$ cat config.mk
export PLATFORM = sky130hd
export DESIGN_NAME = smp_message_parser
export DESIGN_NICKNAME = d
export VERILOG_FILES = /design/src/core/smp_pkg.sv /design/src/core/smp_message_parser.sv
export VERILOG_INCLUDE_DIRS = /design/src /design/src/core
export SDC_FILE = /design/constraint.sdc
export NUM_CORES = 1
export LEC_CHECK = 0
export ABC_AREA = 1
export ABC_CLOCK_PERIOD_IN_PS = 5900
export BUFFER_PORTS_ARGS = -buffer_cell sky130_fd_sc_hd__buf_2
export CORE_MARGIN = 2
export CORE_UTILIZATION = 30
export CTS_CLUSTER_DIAMETER = 80
export DETAILED_ROUTE_END_ITERATION = 10
export GPL_TIMING_DRIVEN = 0
export PLACE_DENSITY = 0.44
export RECOVER_POWER = 50
export SYNTH_ARGS = -nofsm -noshare
export SYNTH_HDL_FRONTEND = slang
export SYNTH_SLANG_ARGS = --single-unit
$ cat constraint.sdc
create_clock -name clk -period 5.9 [get_ports clk]
set_input_delay 0.295 -clock clk [delete_from_list [all_inputs] [get_ports clk]]
set_output_delay 0.295 -clock clk [all_outputs]
set_load 0.02 [all_outputs]
$ cat src/core/smp_defines.svh
/*
  Message codes, format ranges and counts shared by the message parser.
  Assumes it is included by bare name from any file that needs a code.
*/
`ifndef SMP_DEFINES_SVH
`define SMP_DEFINES_SVH

`define SMP_TASK_COMPLETE   8'h00
`define SMP_EXT_INTRO       8'h01
`define SMP_ONE_A_LO        8'h02
`define SMP_ONE_A_HI        8'h0A
`define SMP_ONE_B_LO        8'h0C
`define SMP_ONE_B_HI        8'h0E
`define SMP_ONE_C_LO        8'h16
`define SMP_ONE_C_HI        8'h17
`define SMP_QAS_REQ         8'h55
`define SMP_TWO_LO          8'h20
`define SMP_TWO_HI          8'h24
`define SMP_ATTR_LO         8'h20
`define SMP_ATTR_HI         8'h22
`define SMP_IDENT_BIT       7
`define SMP_ABORT_TASK_SET  8'h06
`define SMP_TARGET_RESET    8'h0C
`define SMP_LUN_W           3

`define SMP_EXT_MDP         8'h00
`define SMP_EXT_SDTR        8'h01
`define SMP_EXT_WDTR        8'h03
`define SMP_EXT_PPR         8'h04
`define SMP_EXT_MBDP        8'h05

`define SMP_CNT_W           9
`define SMP_LEN_ZERO_BYTES  9'h100
`define SMP_TWO_FOLLOW      9'h001
`define SMP_CNT_ONE         9'h001

`endif

$ cat src/core/smp_pkg.sv
/*
  Types of the message parser: parser states and message formats.
  Assumes nothing beyond a SystemVerilog compiler.
*/
package smp_pkg;
  typedef enum logic [1:0] {
    SMP_IDLE    = 2'b00,
    SMP_EXT_LEN = 2'b01,
    SMP_BODY    = 2'b10
  } smp_state_t;

  typedef enum logic [2:0] {
    SMP_FMT_ONE   = 3'b000,
    SMP_FMT_TWO   = 3'b001,
    SMP_FMT_EXT   = 3'b010,
    SMP_FMT_IDENT = 3'b011,
    SMP_FMT_RSVD  = 3'b100
  } smp_fmt_t;
endpackage : smp_pkg

$ cat src/core/smp_message_parser.sv
/*
  Target-side message-out parser: frames one-byte, two-byte and extended
  messages, polices the first messages of a connection and raises bus free,
  reject, restore-pointers, identify and dt-data requests as pulses.
  Assumes the phase sequencer hands over one byte in each clock cycle that byte_valid is high while
  msg_out_phase is high, and reports selection/reselection as single pulses.
*/
// Contract
// - a message never spans two message phases; a split one forces bus free
// - several complete messages may follow back to back in one phase
// - any other first message without IU agreement forces unexpected bus free
// - with tagged queuing a task attribute must directly follow identify
// - without IU agreement target sends identify first after reselection
// - second identify naming another unit in a connection forces bus free
// - with IU agreement target goes straight to DT data after reselection
// - reselection or a good L_Q unit implies a restore-pointers operation
// - first byte classifies: 00h task complete, 01h extended, 80h-FFh identify
// - 02h-0Ah, 0Ch-0Eh, 16h-17h and 55h are complete one-byte messages
// - 20h-24h are two-byte messages: code then parameter, same phase
// - an extended message has at least three bytes
// - all extended bytes arrive within one message-out phase
// - extended layout: 01h, length, code, arguments; length covers code and args
// - total extended length is the length field plus two
// - length field zero means 256 bytes follow
// - extended codes 00h,01h,03h,04h,05h known; 02h and 06h-FFh reserved
// - every mandatory message of the role is implemented
// - unsupported, reserved or obsolete messages are answered with reject
`timescale 1ns/1ps
`default_nettype none
`include "smp_defines.svh"

module smp_message_parser #(
  parameter int LUN_W = `SMP_LUN_W
) (
  input  wire logic              clk,
  input  wire logic              rst_n,
  input  wire logic              msg_out_phase,
  input  wire logic              byte_valid,
  input  wire logic [7:0]        byte_data,
  input  wire logic              sel_atn,
  input  wire logic              resel,
  input  wire logic              lq_ok,
  input  wire logic              iu_agree,
  input  wire logic              tagged_q,
  output logic                   msg_done,
  output smp_pkg::smp_fmt_t      msg_kind,
  output logic [7:0]             msg_code,
  output logic [7:0]             msg_ext_code,
  output logic [7:0]             msg_param,
  output logic                   msg_reject,
  output logic                   force_bus_free,
  output logic                   restore_ptrs,
  output logic                   send_identify,
  output logic                   enter_dt_data,
  output logic [LUN_W-1:0]       cur_lun
);
  import smp_pkg::*;

  // lun field sits below the identify bit, so it cannot be wider than it
  if (LUN_W < 1 || LUN_W > `SMP_IDENT_BIT)
  begin : g_lun_chk
    $error("LUN_W must lie between 1 and 7");
  end

  typedef struct packed {
    smp_state_t              st;
    logic [`SMP_CNT_W-1:0]   cnt;
    logic                    code_taken;
    logic                    first_pend;
    logic                    attr_pend;
    logic                    lun_valid;
    logic [LUN_W-1:0]        lun;
    smp_fmt_t                kind;
    logic [7:0]              code;
    logic [7:0]              ext;
    logic [7:0]              param;
    logic                    done;
    logic                    reject;
    logic                    bus_free;
    logic                    restore;
    logic                    send_id;
    logic                    dt_data;
  } smp_regs_t;

  smp_regs_t s;
  smp_regs_t next_s;

  function automatic logic in_rng(input logic [7:0] b, input logic [7:0] lo,
                                  input logic [7:0] hi);
    return (b >= lo) && (b <= hi);
  endfunction : in_rng

  function automatic smp_fmt_t classify(input logic [7:0] b);
    if (b[`SMP_IDENT_BIT])
      return SMP_FMT_IDENT;
    else if (b == `SMP_EXT_INTRO)
      return SMP_FMT_EXT;
    else if (b == `SMP_TASK_COMPLETE || in_rng(b, `SMP_ONE_A_LO, `SMP_ONE_A_HI) ||
             in_rng(b, `SMP_ONE_B_LO, `SMP_ONE_B_HI) ||
             in_rng(b, `SMP_ONE_C_LO, `SMP_ONE_C_HI) || b == `SMP_QAS_REQ)
      return SMP_FMT_ONE;
    else if (in_rng(b, `SMP_TWO_LO, `SMP_TWO_HI))
      return SMP_FMT_TWO;
    else
      return SMP_FMT_RSVD;
  endfunction : classify

  function automatic logic ext_known(input logic [7:0] c);
    return c == `SMP_EXT_MDP || c == `SMP_EXT_SDTR || c == `SMP_EXT_WDTR ||
           c == `SMP_EXT_PPR || c == `SMP_EXT_MBDP;
  endfunction : ext_known

  logic        take;
  logic        fin;
  smp_fmt_t    fkind;
  logic [7:0]  fcode;
  logic [7:0]  fext;

  assign take = byte_valid && msg_out_phase;

  always_comb begin
    next_s         = s;
    next_s.done    = 1'b0;
    next_s.reject  = 1'b0;
    next_s.bus_free = 1'b0;
    next_s.restore = 1'b0;
    next_s.send_id = 1'b0;
    next_s.dt_data = 1'b0;
    fin            = 1'b0;
    fkind          = s.kind;
    fcode          = s.code;
    fext           = s.ext;
    if (sel_atn) begin
      next_s.st         = SMP_IDLE;
      next_s.first_pend = !iu_agree;
      next_s.attr_pend  = 1'b0;
      next_s.lun_valid  = 1'b0;
    end else if (resel) begin
      next_s.st        = SMP_IDLE;
      next_s.first_pend = 1'b0;
      next_s.attr_pend = 1'b0;
      next_s.lun_valid = 1'b0;
      next_s.restore   = 1'b1;
      next_s.send_id   = !iu_agree;
      next_s.dt_data   = iu_agree;
    end else if (!msg_out_phase && s.st != SMP_IDLE) begin
      // phase left with a message half read
      next_s.st       = SMP_IDLE;
      next_s.bus_free = 1'b1;
    end else if (take) begin
      unique case (s.st)
        SMP_IDLE:
        begin
          fkind             = classify(byte_data);
          fcode             = byte_data;
          next_s.kind       = fkind;
          next_s.code       = byte_data;
          next_s.ext        = 8'h00;
          next_s.param      = 8'h00;
          next_s.code_taken = 1'b0;
          if (fkind == SMP_FMT_EXT)
            next_s.st = SMP_EXT_LEN;
          else if (fkind == SMP_FMT_TWO)
          begin
            next_s.st  = SMP_BODY;
            next_s.cnt = `SMP_TWO_FOLLOW;
          end
          else
            fin = 1'b1;
        end
        SMP_EXT_LEN:
        begin
          next_s.st  = SMP_BODY;
          // length plus two in total: two already seen
          next_s.cnt = (byte_data == 8'h00) ? `SMP_LEN_ZERO_BYTES
                                            : {1'b0, byte_data};
        end
        SMP_BODY:
        begin
          if (s.kind == SMP_FMT_TWO)
            next_s.param = byte_data;
          else if (!s.code_taken)
          begin
            fext              = byte_data;
            next_s.ext        = byte_data;
            next_s.code_taken = 1'b1;
          end
          next_s.cnt = s.cnt - `SMP_CNT_ONE;
          fin = (s.cnt == `SMP_CNT_ONE);
        end
        default:
          next_s.st = SMP_IDLE;
      endcase
    end
    if (lq_ok)
      next_s.restore = 1'b1;
    if (fin) begin
      next_s.st   = SMP_IDLE;
      next_s.done = 1'b1;
      if (s.first_pend) begin
        next_s.first_pend = 1'b0;
        if (!(fkind == SMP_FMT_IDENT || fcode == `SMP_ABORT_TASK_SET ||
              fcode == `SMP_TARGET_RESET))
          next_s.bus_free = 1'b1;
      end
      if (!next_s.bus_free) begin
        if (fkind == SMP_FMT_IDENT) begin
          if (s.lun_valid && s.lun != fcode[LUN_W-1:0])
            next_s.bus_free = 1'b1;
          else begin
            next_s.lun_valid = 1'b1;
            next_s.lun       = fcode[LUN_W-1:0];
            next_s.attr_pend = tagged_q;
          end
        end else if (s.attr_pend) begin
          next_s.attr_pend = 1'b0;
          // no attribute where one is due: refused, not fatal
          if (!in_rng(fcode, `SMP_ATTR_LO, `SMP_ATTR_HI))
            next_s.reject = 1'b1;
        end
        if (fkind == SMP_FMT_RSVD || (fkind == SMP_FMT_EXT && !ext_known(fext)))
          next_s.reject = 1'b1;
      end
    end
  end

  always_ff @(posedge clk) begin
    if (!rst_n)
      s <= '0;
    else
      s <= next_s;
  end

  assign msg_done       = s.done;
  assign msg_kind       = s.kind;
  assign msg_code       = s.code;
  assign msg_ext_code   = s.ext;
  assign msg_param      = s.param;
  assign msg_reject     = s.reject;
  assign force_bus_free = s.bus_free;
  assign restore_ptrs   = s.restore;
  assign send_identify  = s.send_id;
  assign enter_dt_data  = s.dt_data;
  assign cur_lun        = s.lun;

  property p_first_bad;
    @(posedge clk) disable iff (!rst_n)
      (s.first_pend && take && !sel_atn && !resel && s.st == SMP_IDLE &&
       classify(byte_data) == SMP_FMT_ONE && byte_data != `SMP_ABORT_TASK_SET &&
       byte_data != `SMP_TARGET_RESET) |=> force_bus_free && msg_done;
  endproperty
  a_first_bad: assert property (p_first_bad) else $error("bad first message kept");

  property p_resel_id;
    @(posedge clk) disable iff (!rst_n)
      (resel && !sel_atn && !iu_agree) |=> send_identify && !enter_dt_data;
  endproperty
  a_resel_id: assert property (p_resel_id) else $error("no identify after reselection");

  property p_resel_dt;
    @(posedge clk) disable iff (!rst_n)
      (resel && !sel_atn && iu_agree) |=> enter_dt_data && !send_identify;
  endproperty
  a_resel_dt: assert property (p_resel_dt) else $error("no dt data after reselection");

  property p_restore;
    @(posedge clk) disable iff (!rst_n)
      ((resel && !sel_atn) || lq_ok) |=> restore_ptrs;
  endproperty
  a_restore: assert property (p_restore) else $error("restore pointers missing");

  property p_ext_start;
    @(posedge clk) disable iff (!rst_n)
      (take && !sel_atn && !resel && s.st == SMP_IDLE && byte_data == `SMP_EXT_INTRO)
        |=> s.st == SMP_EXT_LEN && !msg_done;
  endproperty
  a_ext_start: assert property (p_ext_start) else $error("extended start missed");

  property p_two_byte;
    @(posedge clk) disable iff (!rst_n)
      (take && !sel_atn && !resel && s.st == SMP_IDLE &&
       in_rng(byte_data, `SMP_TWO_LO, `SMP_TWO_HI))
        ##1 (take && !sel_atn && !resel) |=> msg_done && msg_kind == SMP_FMT_TWO;
  endproperty
  a_two_byte: assert property (p_two_byte) else $error("two-byte message not closed");

  property p_len_zero;
    @(posedge clk) disable iff (!rst_n)
      (take && !sel_atn && !resel && s.st == SMP_EXT_LEN && byte_data == 8'h00)
        |=> s.cnt == `SMP_LEN_ZERO_BYTES;
  endproperty
  a_len_zero: assert property (p_len_zero) else $error("zero length not 256");

  property p_split;
    @(posedge clk) disable iff (!rst_n)
      (!msg_out_phase && !sel_atn && !resel && s.st != SMP_IDLE)
        |=> force_bus_free && s.st == SMP_IDLE;
  endproperty
  a_split: assert property (p_split) else $error("split message not caught");

  property p_one_byte;
    @(posedge clk) disable iff (!rst_n)
      (take && !sel_atn && !resel && s.st == SMP_IDLE && byte_data == `SMP_QAS_REQ)
        |=> msg_done && msg_code == `SMP_QAS_REQ;
  endproperty
  a_one_byte: assert property (p_one_byte) else $error("one-byte message not closed");
endmodule : smp_message_parser
`default_nettype wire

# [After elaboration in Yosys (flattened, before gate mapping)]
# Cells that the tools add are included.
[totals] reg_bits=51 word_cells=166
[classes] n_addsub=1 n_lt_le_gt_ge=10 eq_ne=23 muxes=68 bitwise=8 reduce_logical=39
[op_table] cell="$mux 8" n=13
[op_table] cell="$mux 3" n=18
[op_table] cell="$pmux 16 s2" n=1
[op_table] cell="$pmux 9 s3" n=1
[op_table] cell="$eq 8x3->1 const B" n=3
[op_table] cell="$mux 1" n=22
[op_table] cell="$mux 9" n=2
[op_table] cell="$eq 8x1->1 const B" n=2
[op_table] cell="$ge 8x6->1 const B" n=2
[op_table] cell="$le 8x4->1 const B" n=2
[op_table] cell="$le 8x6->1 const B" n=2
[op_table] cell="$logic_not 8->1" n=2
[op_table] cell="$reduce_and 6->1" n=2
[op_table] cell="$logic_or 1x1->1" n=11
[op_table] cell="$mux 11" n=1
[op_table] cell="$mux 5" n=2
[op_table] cell="$reduce_and 5->1" n=2
[op_table] cell="$eq 3x2->1 const B" n=3
[op_table] cell="$eq 9x1->1 const B" n=1
[op_table] cell="$logic_and 1x1->1" n=9
[op_table] cell="$sub 9x1->9 const B" n=1
[op_table] cell="$eq 8x2->1 const B" n=1
[op_table] cell="$eq 8x4->1 const B" n=1
[op_table] cell="$eq 8x7->1 const B" n=1
[op_table] cell="26 further kinds" n=44

# [Depth between registers and ports, before layout]
[logic_depth] depth_word=27 mapped_depth=18 depth_no_buf=17

# [Worst setup path after synthesis]
# No wires, ideal clock.
[synth_path] path_type="reg2reg" from="reg s[49] in the netlist's numbering" to="reg s[37] in the netlist's numbering" arrival_ps=1886 t_required_ps=5787 path_slack_ps=3900 stages_incl_launch_ff=17 path_buffers=0 synth_period_minus_slack_ps=2000 path_cell_list="dfxtp_1 -> inv_1 -> ha_1 -> inv_2 -> nor2_8 -> nand2_4 -> clkinv_1 -> o21ai_0 -> nand2_1 -> inv_1 -> nand2_1 -> nand3_2 -> nand2_2 -> nor2_2 -> inv_1 -> nor2_1 -> nor2_1"
[synth_between] elab_chain_len=14 elab_cells_between_ends=36
[synth_rtl] item="from (decl)" line_no="smp_message_parser.sv:85" source="smp_regs_t s;"
[synth_rtl] item="from (signal assigned)" line_no="smp_message_parser.sv:231" source="s <= next_s;"
[synth_rtl] item="$logic_not 2->1" line_no="smp_message_parser.sv:151" source="unique case (s.st)"
[synth_rtl] item="$mux 8 / $mux 3 (equally long branches)" line_no="smp_message_parser.sv:151"
[synth_rtl] item="$mux 8 / $mux 3 (equally long branches)" line_no="smp_message_parser.sv:150" source="end else if (take) begin"
[synth_rtl] item="$mux 8 / $mux 3 (equally long branches)" line_no="smp_message_parser.sv:146" source="end else if (!msg_out_phase && s.st != SMP_IDLE) begin"
[synth_rtl] item="$mux 8 / $mux 3 (equally long branches)" line_no="smp_message_parser.sv:138" source="end else if (resel) begin"
[synth_rtl] item="$mux 8 / $mux 3 (equally long branches)" line_no="smp_message_parser.sv:133" source="if (sel_atn) begin"
[synth_rtl] item="$eq 8x3->1 (no line) / $eq 3x2->1 (equally long branches)"
[synth_rtl] item="$logic_or 1x1->1 (no line) (2 in series)"
[synth_rtl] item="$mux 1" line_no="smp_message_parser.sv:202" source="if (!(fkind == SMP_FMT_IDENT || fcode == `SMP_ABORT_TASK_SET ||"
[synth_rtl] item="$mux 1" line_no="smp_message_parser.sv:200" source="if (s.first_pend) begin"
[synth_rtl] item="$mux 1" line_no="smp_message_parser.sv:197" source="if (fin) begin"
[synth_rtl] item="$mux 5" line_no="smp_message_parser.sv:206" source="if (!next_s.bus_free) begin"
[synth_rtl] item="$mux 6 (*)" line_no="smp_message_parser.sv:197"
# Mark *: on every way between the ends. The rest lies on a longest branch, timed or not. The select of a mux whose other input is x is not followed.
# A chain may end at the register's enable or synchronous reset.

# [Final worst setup path]
[layout_path] from="reg s[49] in the netlist's numbering" to="reg s (netlist bit cur_lun[2])"
[layout_between] elab_chain_len=14 elab_cells_between_ends=35
[layout_rtl] item="$logic_not 2->1" line_no="smp_message_parser.sv:151"
[layout_rtl] item="$mux 8 / $mux 3 (equally long branches)" line_no="smp_message_parser.sv:151"
[layout_rtl] item="$mux 8 / $mux 3 (equally long branches)" line_no="smp_message_parser.sv:150"
[layout_rtl] item="$mux 8 / $mux 3 (equally long branches)" line_no="smp_message_parser.sv:146"
[layout_rtl] item="$mux 8 / $mux 3 (equally long branches)" line_no="smp_message_parser.sv:138"
[layout_rtl] item="$mux 8 / $mux 3 (equally long branches)" line_no="smp_message_parser.sv:133"
[layout_rtl] item="$eq 8x3->1 (no line) / $eq 3x2->1 (equally long branches)"
[layout_rtl] item="$logic_or 1x1->1 (no line) (2 in series)"
[layout_rtl] item="$mux 1" line_no="smp_message_parser.sv:202"
[layout_rtl] item="$mux 1" line_no="smp_message_parser.sv:200"
[layout_rtl] item="$mux 1" line_no="smp_message_parser.sv:197"
[layout_rtl] item="$not 1->1 (no line)"
[layout_rtl] item="$reduce_and 4->1 (no line)"
# Parallel ways exist; a longest one is shown, timed or not. The select of a mux whose other input is x is not followed.

==> metrics list <==
- Layout Area Growth over Synthesis: 16.27%
* Total die area: roughly 0.011 mm2
- Antenna violations before repair: 0
* Least-Margin Pin Slew: roughly 740 ps
- The number of nets handed over by synthesis was 490.
* Min-Delay Path Depth: 2
* Final sum of negative setup slack: 0 ps
- Power density of the placed cells: between 200 and 250 mW/mm2
* Global-route wire length before repair: 14150 um
- Once the clock tree was built, the setup fixing pass inserted 0 buffers.
* Global placement routability congestion: roughly 0.85
- After synthesis the netlist holds a flip-flop and latch count of slightly above 50.
- STA classifies the critical path startpoint as a flop.
* Net switching power figure: around 0.00018 W
- The synthesized design spends more area on one cell type than any other, namely sky130_fd_sc_hd__dfxtp_1.
* Slew HR: between 50 and 60%
- Once detail routing completed, the nets flagged for antenna violations numbered 0.
- Share of power burned in the clock network: 40.6%
- Number of buffers inserted during clock tree synthesis: 5
- Setup violations remaining at the end of the flow were counted as 0.
* Leakage: 1.563 nW
* Aggregate global routing overflow: 0
- During synthesis, Yosys emitted a total of 0 warnings.
- All-layer global routing usage: 15.87%
* Bufs on Longest Clock Path: 2
- The internal power of the cells totals approximately 0.00054 W.
- The H-tree was split into 2 levels.
* Effective utilization at floorplan: ~30%
* Iteration-0 DRC Markers: ~140
* Area of the mapped netlist: 0.003099 mm2
- Synthesis produced a netlist whose cell count is approximately 470.
- Clock tree synthesis found a total of 51 sinks.
- Summed over all layers, the routed wires come to just under 9000 um.
* Top cells by area in the synthesized netlist: sky130_fd_sc_hd__dfxtp_1 33%, sky130_fd_sc_hd__nand2_1 14%, sky130_fd_sc_hd__inv_1 7.5%, sky130_fd_sc_hd__buf_4 7.3%, sky130_fd_sc_hd__nor2_1 6.3%
- Worst IR Drop VDD: 81.57 uV
* Number of global-route vias before repair: roughly 2800
- Once the clock tree was built, the resizer swapped 0 gates to a different size.
* CTS tree: yes
* Critical path data required time: roughly 6000 ps
* Vias per cell: about 4.5
- Unrepaired setup endpoints after global routing: no
- Final number of max-transition violations: 0
* Combinational cell fraction of total power: between 10% and 20%
* Fraction of power spent switching nets: between 20% and 30%
- Number of cell rows: 37
* Number of distinct library cells after synthesis: 36
- Final non-filler cell total: ~660
- Worst reg-to-reg path cell count: 14
- The filler cells instantiated in the layout total about 1100.
- Number of instances in the placed design: between 600 and 700
- Largest net degree at the start of global routing: 17
* Standard cell core area: 0.01018 mm2
- Largest fanout on the critical path: 8
- The clock reaches the later pin of the worst-skew pair after a little over 300 ps.
- Chip height: between 100 and 150 um
- Count of unresolved DRC violations after routing: 0
* Clock transition at the register clock pins on the worst setup and hold paths after CTS: roughly 100 ps
- The min-delay analysis places its worst path in the category primary input to flop.
- Top cell type's share of synthesized area: between 30 and 40%
- Cells with a size suffix above 1 make up between 10% and 20% of the layout.
* Critical path type: flop to flop
- Yosys mapped a number of flops with a built-in enable equal to 0.
- The net count of the finished layout is 548.
- Most repeated cell in the gate-level netlist after synthesis: sky130_fd_sc_hd__nand2_1
* Category of the worst setup path capture point: flop
* Final setup skew: 7.885 ps
* Run status: complete, no violations
* Maximum clock rate: between 0.4 and 0.5 GHz
* Count of TritonRoute iterations in the first routing pass: 4
* Port Buffers: 51
- Hold buffer count at CTS: 0
* Power share of the sequential group: between 40 and 50%
* Final Hold Violating Endpoints: 0
* Worst-case hold slack: around 160 ps
* Most used standard cells in the synthesized netlist: 118 x sky130_fd_sc_hd__nand2_1, 62 x sky130_fd_sc_hd__inv_1, 52 x sky130_fd_sc_hd__nor2_1
- Max-capacitance violation count: 0
* Total number of vias: 3002
* Tcrit/Tclk final: around two fifths
- Die outline width: ~110 um
- Critical path arrival: 2620 ps
* Synth Area per Inst: about 6.6 um2
- Sequential cells were found to cover 32.94% of the synthesized design area.
- 0 antenna diodes ended up in the layout.
* Fraction of synthesis flops using an asynchronous set or reset pin: 0%
- For this design the top-level I/O count stands at 53.
- Final period demand of the worst path: ~2400 ps
* Clock root buffer: sky130_fd_sc_hd__clkbuf_8
* Mean routed wirelength per cell: around 13 um
- Dominant synthesized flop cell: sky130_fd_sc_hd__dfxtp_1
- HPWL after DPL: 6492 um
==> stage by stage <==
step           util (%)  total power (W)  area, um2  setup WS (ps)
6_report          35.38        0.0007216       3603           3489
5_1_grt           35.38        0.0007597       3603           3211
4_1_cts           35.95        0.0007370       3661           3479
3_5_place_dp      34.61        0.0004381       3525           3510
3_3_place_gp      34.61        0.0004384       3525           3519
2_1_floorplan         -        0.0004088       3099           3900
==> power by group through the flow <==
stage	clock network (W)	registers [W]	logic [W]
2_1_floorplan	0	0.000359	0.0000497
3_3_place_gp	0	0.000358	0.0000802
3_5_place_dp	0	0.000358	0.0000798
4_1_cts	0.000307	0.000350	0.0000801
5_1_grt	0.000320	0.000351	0.0000887
6_report	0.000293	0.000350	0.0000783
==> worst max-delay path: stages (launching register included) <==
cell and delay, ps:
sky130_fd_sc_hd__dfxtp_1 380, sky130_fd_sc_hd__inv_1 100, sky130_fd_sc_hd__ha_1 280, sky130_fd_sc_hd__inv_2 120
sky130_fd_sc_hd__nor2_8 60, sky130_fd_sc_hd__nand2_4 120, sky130_fd_sc_hd__clkinv_1 160, sky130_fd_sc_hd__o21ai_0 390
sky130_fd_sc_hd__nand2_1 90, sky130_fd_sc_hd__inv_1 80, sky130_fd_sc_hd__nand2_1 70, sky130_fd_sc_hd__nand3_2 110
sky130_fd_sc_hd__nand4_4 130, sky130_fd_sc_hd__o21bai_1 170, sky130_fd_sc_hd__nor2_1 50
==> final timing paths <==
check | startpoint | end | slack [ps]
worst min register to register | msg_param[7]$_SDFFE_PN0P_ | msg_param[7]$_SDFFE_PN0P_ | 470
worst max register to register | s[49]$_SDFFE_PP0P_ | cur_lun[2]$_SDFFE_PN0P_ | 3490
worst max-delay path | s[49]$_SDFFE_PP0P_ | cur_lun[2]$_SDFFE_PN0P_ | 3490
worst min-delay path | iu_agree | send_identify$_SDFF_PP0_ | 160
==> layout by cell type, fill, tap and decap left out, drive strengths merged, types with 7 or more instances in the layout <==
| cell type | synthesis | layout |
|---|---|---|
| nand2 | 124 | 124 |
| o21ai | 25 | 25 |
| dfxtp | 51 | 51 |
| inv | 64 | 64 |
| a21oi | 35 | 35 |
| nand3 | 26 | 26 |
| nor2 | 61 | 61 |
| clkbuf | 5 | 47 |
| buf | 34 | 48 |
| a211oi | 8 | 8 |
| nor3 | 7 | 7 |
==> cell families after synthesis <==
group / Yosys count / synth area share, %
compound gates: 80 / 14.61
xor+xnor: 1 / 0.2827
fa+ha+maj: 6 / 2.422
buf+inv: 104 / 16.59
flops: 51 / 32.94
simple gates: 225 / 33.15
==> cell type report <==
cell class / count / area [um2] / share of cell area (%)
buffer: 39 / 269.0 / 7.465
clock buffer: 5 / 68.82 / 1.910
clock inverter: 3 / 67.56 / 1.875
inverter: 65 / 244.0 / 6.771
multi-input combinational: 312 / 1553 / 43.09
sequential: 51 / 1021 / 28.33
tap: 136 / 170.2 / 4.722
timing repair buffer: 51 / 210.2 / 5.833
==> metal layers <==
layer	GRT usage, %	vias to the layer above	share of wire, %
met5	0	-	0
met4	4.229	0	1.1
met3	2.474	9	4.4
met2	26.27	78	46
met1	21.48	1338	49
li1	-	1577	-
==> sequential cells by signal (all words and copies together) (netlist names), 3 cells and up <==
name and count:
cur_lun 3, msg_code 8, s 15, msg_ext_code 8, msg_kind 3, msg_param 8
(Power assumes the default switching activity.)
